--- config.mk ---
export PLATFORM = sky130hd
export DESIGN_NAME = mwc_top
export DESIGN_NICKNAME = d
export VERILOG_FILES = /design/src/inc/mwc_pkg.sv /design/src/design/mwc_edge_sync.sv /design/src/design/mwc_top.sv
export SDC_FILE = /design/constraint.sdc
export NUM_CORES = 1
export LEC_CHECK = 0
export BUFFER_PORTS_ARGS = -buffer_cell sky130_fd_sc_hd__buf_2
export CORE_ASPECT_RATIO = 0.8
export CORE_MARGIN = 2
export CORE_UTILIZATION = 49
export DETAILED_ROUTE_END_ITERATION = 8
export PLACE_DENSITY = 0.7
export SLEW_MARGIN = 20
export SYNTH_ARGS = -nofsm -noshare
export SYNTH_HDL_FRONTEND = slang
export SYNTH_SLANG_ARGS = --single-unit
--- constraint.sdc ---
create_clock -name clk -period 5.9 [get_ports clk]
set_input_delay 0 -clock clk [delete_from_list [all_inputs] [get_ports clk]]
set_output_delay 0 -clock clk [all_outputs]
set_load 0.005 [all_outputs]
--- src/inc/mwc_pkg.sv ---
// Shared constants and types for the modulo wake-up counter
package mwc_pkg;

   // Register byte offsets
   localparam logic [3:0] MWC_OFS_CTRL  = 4'h0;
   localparam logic [3:0] MWC_OFS_LIMIT = 4'h4;
   localparam logic [3:0] MWC_OFS_COUNT = 4'h8;

   // Control register field positions
   localparam int MWC_SRC_LO  = 14;
   localparam int MWC_SRC_HI  = 15;
   localparam int MWC_DIV_LO  = 8;
   localparam int MWC_DIV_HI  = 10;
   localparam int MWC_FLAG_B  = 7;
   localparam int MWC_IRQEN_B = 6;
   localparam int MWC_TOG_B   = 4;

   // Reset values
   localparam logic [1:0]  MWC_SRC_RST   = 2'h0;
   localparam logic [2:0]  MWC_DIV_RST   = 3'h0;
   localparam logic [15:0] MWC_LIMIT_RST = 16'h0000;
   localparam logic [15:0] MWC_COUNT_RST = 16'h0000;
   localparam logic        MWC_TOG_RST   = 1'b1;

   // Divider code that stops the prescaler
   localparam logic [2:0] MWC_DIV_OFF = 3'h0;

   // Source select encodings
   localparam logic [1:0] MWC_SRC_EXT = 2'h0;
   localparam logic [1:0] MWC_SRC_LPO = 2'h1;
   localparam logic [1:0] MWC_SRC_IRC = 2'h2;
   localparam logic [1:0] MWC_SRC_BUS = 2'h3;

   // Number of pin-sampled sources (the bus clock needs no sampling)
   localparam int MWC_NUM_PIN_SRC = 3;

   // Prescaler width, large enough for the divide-by-2048 code
   localparam int MWC_PRE_W = 12;

   // Divide ratios indexed by divider code, source low bit clear
   localparam logic [7:0][MWC_PRE_W-1:0] MWC_DIV_BIN = {
      12'h040, 12'h020, 12'h010, 12'h008, 12'h004, 12'h002, 12'h001, 12'h001};

   // Divide ratios indexed by divider code, source low bit set
   localparam logic [7:0][MWC_PRE_W-1:0] MWC_DIV_DEC = {
      12'h3e8, 12'h064, 12'h800, 12'h400, 12'h200, 12'h100, 12'h080, 12'h001};

endpackage : mwc_pkg

--- src/design/mwc_edge_sync.sv ---
// Two-stage synchroniser with rising-edge detector for one source clock
`timescale 1ns/1ps
module mwc_edge_sync (
   input  wire logic clk,
   input  wire logic rst,
   input  wire logic src_in,
   output logic      rise
);
   import mwc_pkg::*;

   typedef struct packed {
      logic meta;
      logic sync;
      logic last;
   } mwc_sync_t;

   mwc_sync_t st_q;
   mwc_sync_t st_d;

   always_comb begin
      st_d      = st_q;
      st_d.meta = src_in;
      // First stage feeds only the second stage
      st_d.sync = st_q.meta;
      st_d.last = st_q.sync;
   end

   always_ff @(posedge clk) begin
      if (rst) begin
         st_q <= '0;
      end else begin
         st_q <= st_d;
      end
   end

   assign rise = st_q.sync & ~st_q.last;

endmodule : mwc_edge_sync

--- src/design/mwc_top.sv ---
// Modulo wake-up counter: source select, prescaler, 16-bit counter, registers
//
// Design decision made here: the plain strobed port.
`timescale 1ns/1ps
module mwc_top #(
   parameter int ADDR_W = 4
) (
   input  wire logic              clk,
   input  wire logic              rst,
   input  wire logic [ADDR_W-1:0] addr,
   input  wire logic [31:0]       wr_data,
   input  wire logic              wr_en,
   input  wire logic              rd_en,
   output logic      [31:0]       rd_data,
   input  wire logic              ext_osc_clk,
   input  wire logic              low_power_1khz_clock,
   input  wire logic              internal_reference_clock,
   output logic                   match_irq,
   output logic                   toggle_output
);
   import mwc_pkg::*;

   typedef struct packed {
      logic [1:0]           source_select;
      logic [2:0]           divider_select;
      logic                 match_flag;
      logic                 match_irq_enable;
      logic                 toggle_enable;
      logic [15:0]          limit_value;
      logic [15:0]          limit_active;
      logic [15:0]          count_value;
      logic [MWC_PRE_W-1:0] presc_cnt;
      logic                 toggle_out;
      logic [31:0]          rd_data;
   } mwc_state_t;

   mwc_state_t st_q;
   mwc_state_t st_d;

   // Sampled source clocks
   logic [MWC_NUM_PIN_SRC-1:0] pin_src;
   logic [MWC_NUM_PIN_SRC-1:0] pin_rise;

   // Decoded bus access
   logic                 wr_ctrl;
   logic                 wr_limit;
   logic                 rd_hit_ctrl;
   logic                 rd_hit_limit;
   logic                 rd_hit_count;

   // Fields carried by a control write
   logic [1:0]           new_src;
   logic [2:0]           new_div;
   logic                 clr_flag;
   logic                 restart;

   // Prescaler and counter helpers
   logic                 src_tick;
   logic [MWC_PRE_W-1:0] div_ratio;
   logic [MWC_PRE_W-1:0] div_last;
   logic                 presc_tick;
   logic                 wrap;
   logic [31:0]          ctrl_view;

   assign pin_src[0] = ext_osc_clk;
   assign pin_src[1] = low_power_1khz_clock;
   assign pin_src[2] = internal_reference_clock;

   generate
      for (genvar g = 0; g < MWC_NUM_PIN_SRC; g++) begin : g_src
         mwc_edge_sync u_sync (
            .clk    (clk),
            .rst    (rst),
            .src_in (pin_src[g]),
            .rise   (pin_rise[g])
         );
      end
   endgenerate

   // Register decode
   always_comb begin
      wr_ctrl      = wr_en && (addr == ADDR_W'(MWC_OFS_CTRL));
      wr_limit     = wr_en && (addr == ADDR_W'(MWC_OFS_LIMIT));
      rd_hit_ctrl  = rd_en && (addr == ADDR_W'(MWC_OFS_CTRL));
      rd_hit_limit = rd_en && (addr == ADDR_W'(MWC_OFS_LIMIT));
      rd_hit_count = rd_en && (addr == ADDR_W'(MWC_OFS_COUNT));
   end

   // Control write fields
   always_comb begin
      new_src  = wr_data[MWC_SRC_HI:MWC_SRC_LO];
      new_div  = wr_data[MWC_DIV_HI:MWC_DIV_LO];
      clr_flag = wr_ctrl && wr_data[MWC_FLAG_B];
      restart  = wr_ctrl &&
                 ((new_src != st_q.source_select) || (new_div != st_q.divider_select));
   end

   // Source tick selection
   always_comb begin
      case (st_q.source_select)
         MWC_SRC_EXT: src_tick = pin_rise[0];
         MWC_SRC_LPO: src_tick = pin_rise[1];
         MWC_SRC_IRC: src_tick = pin_rise[2];
         MWC_SRC_BUS: src_tick = 1'b1;
         default:     src_tick = 1'b0;
      endcase
   end

   // Divide ratio lookup
   always_comb begin
      if (st_q.source_select[0]) begin
         div_ratio = MWC_DIV_DEC[st_q.divider_select];
      end else begin
         div_ratio = MWC_DIV_BIN[st_q.divider_select];
      end
      div_last = div_ratio - MWC_PRE_W'(1);
   end

   // Prescaler output and wrap detection
   always_comb begin
      // Prescaler runs only with nonzero code
      presc_tick = (st_q.divider_select != MWC_DIV_OFF) && src_tick &&
                   (st_q.presc_cnt == div_last);
      wrap       = presc_tick && (st_q.count_value == st_q.limit_active);
   end

   // Control register read view
   always_comb begin
      ctrl_view                         = '0;
      ctrl_view[MWC_SRC_HI:MWC_SRC_LO] = st_q.source_select;
      ctrl_view[MWC_DIV_HI:MWC_DIV_LO] = st_q.divider_select;
      ctrl_view[MWC_FLAG_B]             = st_q.match_flag;
      ctrl_view[MWC_IRQEN_B]            = st_q.match_irq_enable;
      ctrl_view[MWC_TOG_B]              = st_q.toggle_enable;
   end

   // Next-state logic
   always_comb begin
      st_d = st_q;

      // Control fields
      if (wr_ctrl) begin
         st_d.source_select    = new_src;
         st_d.divider_select   = new_div;
         st_d.match_irq_enable = wr_data[MWC_IRQEN_B];
         st_d.toggle_enable    = wr_data[MWC_TOG_B];
      end

      // Limit holding register
      if (wr_limit) begin
         st_d.limit_value = wr_data[15:0];
      end

      // Prescaler divider
      if (st_q.divider_select != MWC_DIV_OFF && src_tick) begin
         if (presc_tick) begin
            st_d.presc_cnt = '0;
         end else begin
            st_d.presc_cnt = st_q.presc_cnt + MWC_PRE_W'(1);
         end
      end

      // Counter step
      if (presc_tick) begin
         if (wrap) begin
            st_d.count_value = '0;
            st_d.limit_active = st_q.limit_value;
         end else begin
            st_d.count_value = st_q.count_value + 16'h0001;
         end
      end

      if (wrap && !restart && st_q.toggle_enable) begin
         st_d.toggle_out = ~st_q.toggle_out;
      end

      // Restart on source or divider change
      if (restart) begin
         st_d.presc_cnt   = '0;
         st_d.count_value = '0;
      end

      // Load limit when a nonzero code is selected
      if (wr_ctrl && new_div != MWC_DIV_OFF) begin
         st_d.limit_active = wr_limit ? wr_data[15:0] : st_q.limit_value;
      end

      if (clr_flag) begin
         st_d.match_flag = 1'b0;
      end
      // Flag on wrap, set beats clear
      if (wrap && !restart) begin
         st_d.match_flag = 1'b1;
      end

      // Read data stands for one cycle only
      // Count is read only
      st_d.rd_data = '0;
      if (rd_hit_ctrl) begin
         st_d.rd_data = ctrl_view;
      end else if (rd_hit_limit) begin
         st_d.rd_data = {16'h0000, st_q.limit_value};
      end else if (rd_hit_count) begin
         st_d.rd_data = {16'h0000, st_q.count_value};
      end
   end

   // State register
   always_ff @(posedge clk) begin
      if (rst) begin
         st_q.source_select    <= MWC_SRC_RST;
         st_q.divider_select   <= MWC_DIV_RST;
         st_q.match_flag       <= 1'b0;
         st_q.match_irq_enable <= 1'b0;
         st_q.toggle_enable    <= 1'b0;
         st_q.limit_value      <= MWC_LIMIT_RST;
         st_q.limit_active     <= MWC_LIMIT_RST;
         st_q.count_value      <= MWC_COUNT_RST;
         st_q.presc_cnt        <= '0;
         st_q.toggle_out       <= MWC_TOG_RST;
         st_q.rd_data          <= '0;
      end else begin
         st_q <= st_d;
      end
   end

   assign match_irq     = st_q.match_flag & st_q.match_irq_enable;
   assign toggle_output = st_q.toggle_out;
   assign rd_data       = st_q.rd_data;

endmodule : mwc_top

# --- Word-level counts from Yosys, hierarchy flattened ---
# Memory sizes are Yosys's and may differ from the RTL's. A register that Yosys moved wholly into a read port is not among the register bits.
# Cells that the tools add are included.
totals:
  wordCells: 90
  rom_bits: 192
  reg_bits: 110
  inputBits: 43
  memories: 2
memory_table:
  columns: ["name", "depth", "word_bits", "read_ports", "rd_clocked_by_memory_dff", "wr", "line", "rtl"]
  rows:
  - ["(no name shown)", 8, 12, 1, 1, 0, "mwc_top.sv:114", "div_ratio = MWC_DIV_BIN[st_q.divider_select];"]
  - ["(no name shown)", 8, 12, 1, 1, 0, "mwc_top.sv:112", "div_ratio = MWC_DIV_DEC[st_q.divider_select];"]
classes:
  eq_ne: 9
  addsub: 3
  bitwise_logic: 8
  n_lt_le_gt_ge: 1
  muxes: 19
  n_reduce_logical: 26
op_table:
  columns: ["operator", "n"]
  rows:
  - ["two-way mux 16 bit", 7]
  - ["two-way mux 12 bit", 4]
  - ["two-way mux 32 bit", 1]
  - ["adder 16 x 1 -> 16 bit (second input constant)", 1]
  - ["== test 16 bit", 1]
  - ["logical AND 1 bit", 13]
  - ["adder 12 x 1 -> 12 bit (second input constant)", 1]
  - ["== test 12 bit", 1]
  - ["two-way mux 3 bit", 4]
  - ["subtractor 12 x 1 -> 12 bit (second input constant)", 1]
  - ["nonzero test 2 bit", 3]
  - ["nonzero test 3 bit", 2]
  - ["AND 1 bit", 4]
  - ["== test 2 bit (second input constant)", 2]
  - ["== test 4 x 3 -> 1 bit (second input constant)", 1]
  - ["== test 4 bit (second input constant)", 1]
  - ["zero test 4 bit", 1]
  - ["< comparator 3 x 4 -> 1 bit (second input constant)", 1]
  - ["inverter 1 bit", 4]
  - ["one-hot mux 1 bit (4 select lines)", 1]
  - ["OR reduction 2 bit", 2]
  - ["!= test 3 bit", 1]
  - ["OR reduction 3 bit", 1]
  - ["== test 2 x 1 -> 1 bit (second input constant)", 1]
  - ["6 further kinds", 7]

# --- Depth between registers and ports, before layout ---
depth:
  depth_word: 10
  depth_mapped: 14

# --- Hierarchy ---
# A second synthesis with hierarchy kept.
hier_totals:
  cells_unflattened: 611
  area_unflattened_um2: 5330.1
modules_own_cells:
  columns: ["mod", "area_each_um2", "seq_area_each_um2", "cells_each", "instances"]
  rows:
  - ["mwc_top", 5067.4, 2001.9, 590, 1]
  - ["mwc_edge_sync", 87.6, 60.1, 7, 3]

# --- Least setup slack after synthesis ---
# OpenSTA, ideal clock, no wires.
synth_timing:
  path_kind: "register -> register"
  start: "reg st_q, in the netlist ctrl_view[14]"
  end: "reg st_q[50] (netlist bit)"
  n_path_buf: 1
  slack_ns: 2.567
  setup_ns: 0.070
  arrival_ns: 3.263
  stages_incl_launch_ff: 12
  path_cell_list: "dfxtp_1 buf_2 mux2i_1 ha_1 or3b_2 o311a_1 nor4_1 o211ai_4 nor3_4 nand3_2 or4_1 a21oi_1"
synth_via:
  elab_chain_cells: 6
synth_lines:
  columns: ["element", "line", "rtl"]
  rows:
  - ["from (decl)", "mwc_top.sv:37", "mwc_state_t st_q;"]
  - ["from (signal assigned)", "mwc_top.sv:223", "st_q <= st_d;"]
  - ["two-way mux 12 bit, or another cell as far along", "mwc_top.sv:111", "if (st_q.source_select[0]) begin"]
  - ["subtractor 12 x 1 -> 12 bit / one-hot mux 1 bit (4 select lines) (equally long branches)", "mwc_top.sv:116, mwc_top.sv:100", null]
  - ["== test 12 bit / logical AND 1 bit (equally long branches)", "mwc_top.sv:123, mwc_top.sv:122", null]
  - ["logical AND 1 bit", "mwc_top.sv:122", "presc_tick = (st_q.divider_select != MWC_DIV_OFF) && src_tick &&"]
  - ["logical AND 1 bit", "mwc_top.sv:124", "wrap = presc_tick && (st_q.count_value == st_q.limit_active);"]
  - ["two-way mux 16 bit", "mwc_top.sv:165", "if (wrap) begin"]
# Parallel ways exist; a longest one is shown, timed or not.
# A chain may end at the register's enable or synchronous reset.

# --- Worst setup path after layout ---
layout_timing:
  start: "reg st_q, in the netlist ctrl_view[14]"
  end: "reg st_q[57] (netlist bit)"
# The elaborated chain is that of the path after synthesis.

==> metrics.md <==
| Metric | Value |
|---|---|
| Status | `finished clean` |
| Setup TNS | `0 ns` |
| Register-to-register setup slack | `2.17 ns` |
| EDFF count, synth | `0` |
| Placed cells | `780` |
| Vias in the first global route | `4125` |
| Hold-fix buffers, CTS | `19` |
| Die extent in x | `122 um` |
| Critical Path Sink Type | `flip-flop` |
| Worst Skew | `0.0111 ns` |
| CTS Buf Count | `9` |
| Period utilization | `63.2%` |
| Gates resized, CTS repair | `0` |
| Seq/Total Area, Yosys | `40.1%` |
| RSZ-0062 raised after global routing | `false` |
| Dpl hpwl | `9150 um` |
| WHS Endpoint | `rd_data[14]` |
| Post-Route WL | `12700 um` |
| Final Hold Fails | `0` |
| Pwr Density | `234 nW/um^2` |
| Slowest-stage cell, CP | `or3b_2` |
| Fin nets | `712` |
| Max VDD drop | `0.281 mV` |
| Util after Layout | `55.6%` |
| Slew Limit Headroom | `36.0%` |
| Die Height | `98.3 um` |
| Synth Warn # | `0` |
| CTS tree | `built` |
| GRT Total Usage | `21.7%` |
| CTS clk-pin slew, worst paths | `0.08 ns` |
| Starting Density | `50.2%` |
| H-Tree Depth | `3` |
| Maximum clock rate | `268 MHz` |
| Layout area overhead | `10.7%` |
| Hold Startpoint | `addr[3]` |
| Clock root cell | `clkbuf_16` |
| DR WL/cell | `15.6 um` |
| Xor/xnor share of the synthesized area | `7.40%` |
| Reg2reg path depth | `11` |
| Slew of the pin with the lowest slew margin | `0.959 ns` |
| First-pass GRT wire length | `20700 um` |
| Hold_ws | `0.136 ns` |
| Mapped Cells | `640` |
| Total grt overflow | `0` |
| Die Footprint | `12000 um^2` |
| Sink Count | `109` |
| Vias/cell | `5.51` |
| Initial antenna violation count | `0` |
| Row Count | `34` |
| Worst EP arrival | `3.97 ns` |
| Post-Layout Cell Count | `815` |
| Largest net degree at the start of global routing | `51` |
| Routed vias | `4487` |
| Tmin final | `3.73 ns` |
| Worst setup path class | `reg2reg` |
| Family with the most delay on the worst path | `simple AND/OR/NAND/NOR gates` |
| Slowest Stage Delay on Critical Path | `0.50 ns` |
| Post-Synth Adder-Cell Area | `0.689%` |
| Pins Over Slew Limit | `0` |
| Synth Cell Area | `5440 um^2` |
| Antenna Nets Post-Route | `0` |
| Synth top area cells | `dfxtp_1 (40%), mux2i_1 (6.3%), nand2_1 (5.0%)` |
| Multiplexer share of the synthesized area | `6.73%` |
| Leakage | `2.29 nW` |
| Critical Path RT | `6.14 ns` |
| Post-CTS Setup Inserts | `0` |
| Min-Delay Path Class | `in2reg` |
| IO Pins | `77` |
| ANT cells | `0` |
| Post-Synth Simple-Gate Area | `22.3%` |
| DRT iter0 DRCs | `270` |
| Layout cell share with drive strength beyond 1 | `12.5%` |
| Final setup vio count | `0` |
| Worst setup SP type | `flip-flop` |
| Hold depth | `4` |
| CP cell instances | `mux2i_1 -> ha_1 -> or3b_2 -> o311a_1 -> nor4_1 -> o211ai_4 -> nor3_4 -> nand4_1 -> buf_4 -> nand2_1 -> o21ba_2` |
| Main combinational cell family by area after synthesis | `simple AND/OR/NAND/NOR gates` |
| Primary FF master, synth | `dfxtp_1` |
| Critical path buffers and inverters | `1` |
| DRC viols | `0` |
| Synthesized flop and latch total | `109` |
| Max Cap Viol | `0` |
| RR Endpoint | `st_q[57]` |
| I/O Buffers | `44` |
| DRT Pass-1 Iters | `5` |
| Synthesized area per cell | `8.51 um^2` |
| RR Startpoint | `ctrl_view[14]` |
| Worst skew pair latency | `0.35 ns` |
| Area share of the largest cell type after synthesis | `40.1%` |
| Netlist cell types | `61` |
| Area leader, netlist | `dfxtp_1` |
| Maximum fanout along the worst path | `19` |
| Placer Congestion | `0.891` |
| Placeable Area | `10800 um^2` |
| Clock Path Buffers | `2` |
| Synth Area in Compound Gates | `15.0%` |
| Post-synth ARST share | `0%` |
placed cells by master (no fill, tap or decap), types with 3 or more instances in the layout:
cell type | synthesis | final
xor2_1 | 18 | 18
ha_1 | 3 | 3
nor2_1 | 62 | 61
conb_1 | 1 | 16
a31o_2 | 7 | 7
clkbuf_16 | 0 | 9
a22oi_1 | 8 | 8
o31ai_1 | 7 | 7
a211oi_1 | 3 | 3
and3_1 | 5 | 5
nand3_1 | 8 | 8
buf_4 | 33 | 4
inv_1 | 7 | 7
a21oi_1 | 52 | 52
o211ai_1 | 4 | 4
mux2i_1 | 34 | 34
or4_1 | 7 | 7
a31oi_1 | 3 | 3
or2_2 | 3 | 3
nand4_1 | 14 | 14
o31a_1 | 4 | 4
nand2_1 | 73 | 73
o21ai_0 | 21 | 21
nor3b_1 | 3 | 3
xnor2_1 | 28 | 28
or3_1 | 5 | 5
dlygate4sd3_1 | 0 | 19
and2_1 | 4 | 4
buf_2 | 6 | 44
nor2b_1 | 19 | 19
nand2b_1 | 7 | 7
nor3_1 | 13 | 13
nor4_1 | 10 | 10
dfxtp_1 | 109 | 109
logic make-up (layout without fill, tap and decap cells):
kind of cell | Yosys count | after routing
DFF | 109 | 109
and+or+nand+nor | 244 | 244
xor gates and xnor gates | 46 | 46
muxes | 36 | 36
adders and majority gates | 3 | 3
AOI/OAI and AO/OA | 125 | 125
other | 1 | 16
buffers and inverters | 76 | 92
through the flow:
| step | worst slack, ns | power [mW] | area [um^2] |
|---|---|---|---|
| after floorplan | 2.57 | 0.817 | 5500 |
| after global placement | 2.28 | 0.830 | 5540 |
| after detailed placement | 2.22 | 0.831 | 5540 |
| after CTS | 2.18 | 1.42 | 6030 |
| after global routing | 1.85 | 1.45 | 6030 |
| final | 2.17 | 1.41 | 6030 |
synthesized netlist by cell type (all sizes together) (3+ instances only):
| master | n |
|---|---|
| nor4 | 10 |
| or3 | 5 |
| o31a | 4 |
| nor3b | 3 |
| nand2 | 73 |
| and3 | 5 |
| o211ai | 5 |
| nor3 | 14 |
| nor2b | 19 |
| a22oi | 8 |
| xnor2 | 28 |
| nand3 | 9 |
| nand2b | 7 |
| mux2i | 34 |
| buf | 41 |
| ha | 3 |
| inv | 7 |
| nand4 | 14 |
| or2 | 3 |
| and2 | 4 |
| clkbuf | 26 |
| o21ai | 22 |
| or4 | 8 |
| dfxtp | 109 |
| o31ai | 7 |
| a31o | 7 |
| a21oi | 52 |
| a31oi | 3 |
| xor2 | 18 |
| nor2 | 62 |
| a211oi | 3 |
worst reg2reg max path, cell delays in order, from the launching register on:
cell	delay (ns)
dfxtp_1	0.40
mux2i_1	0.30
ha_1	0.30
or3b_2	0.50
o311a_1	0.34
nor4_1	0.36
o211ai_4	0.14
nor3_4	0.17
nand4_1	0.11
buf_4	0.27
nand2_1	0.48
o21ba_2	0.24
worst max-delay path by stage:
stage / startpoint / end / slack [ns] / depth (start not counted)
after detailed placement: ctrl_view[14] / st_q[57] / 2.22 / 11
final: ctrl_view[14] / st_q[57] / 2.17 / 11
after global placement: ctrl_view[14] / st_q[57] / 2.28 / 11
after floorplan: ctrl_view[14] / st_q[50] / 2.57 / 11
after global routing: ctrl_view[14] / st_q[56] / 1.85 / 9
after CTS: ctrl_view[14] / st_q[57] / 2.18 / 11
layout make-up:
type | count | area (um^2)
sequential | 109 | 2180
clock buffer | 10 | 239
tap | 144 | 180
multi-input combinational | 470 | 2900
clock inverter | 6 | 56.3
inverter | 9 | 33.8
timing repair buffer | 67 | 440
fill | 976 | 4820
where the power goes:
group	switching [mW]	internal (mW)
combinational	0.0446	0.0338
clock	0.283	0.305
sequential	0.00482	0.742
metal layers:
| layer | wire length, um | GRT usage (%) |
|---|---|---|
| met3 | 887 | 4.38 |
| met2 | 5650 | 33.9 |
| met4 | 108 | 4.60 |
| met5 | 0 | 0 |
| met1 | 6040 | 31.1 |
Note: power is estimated with default switching activity, not from simulation.
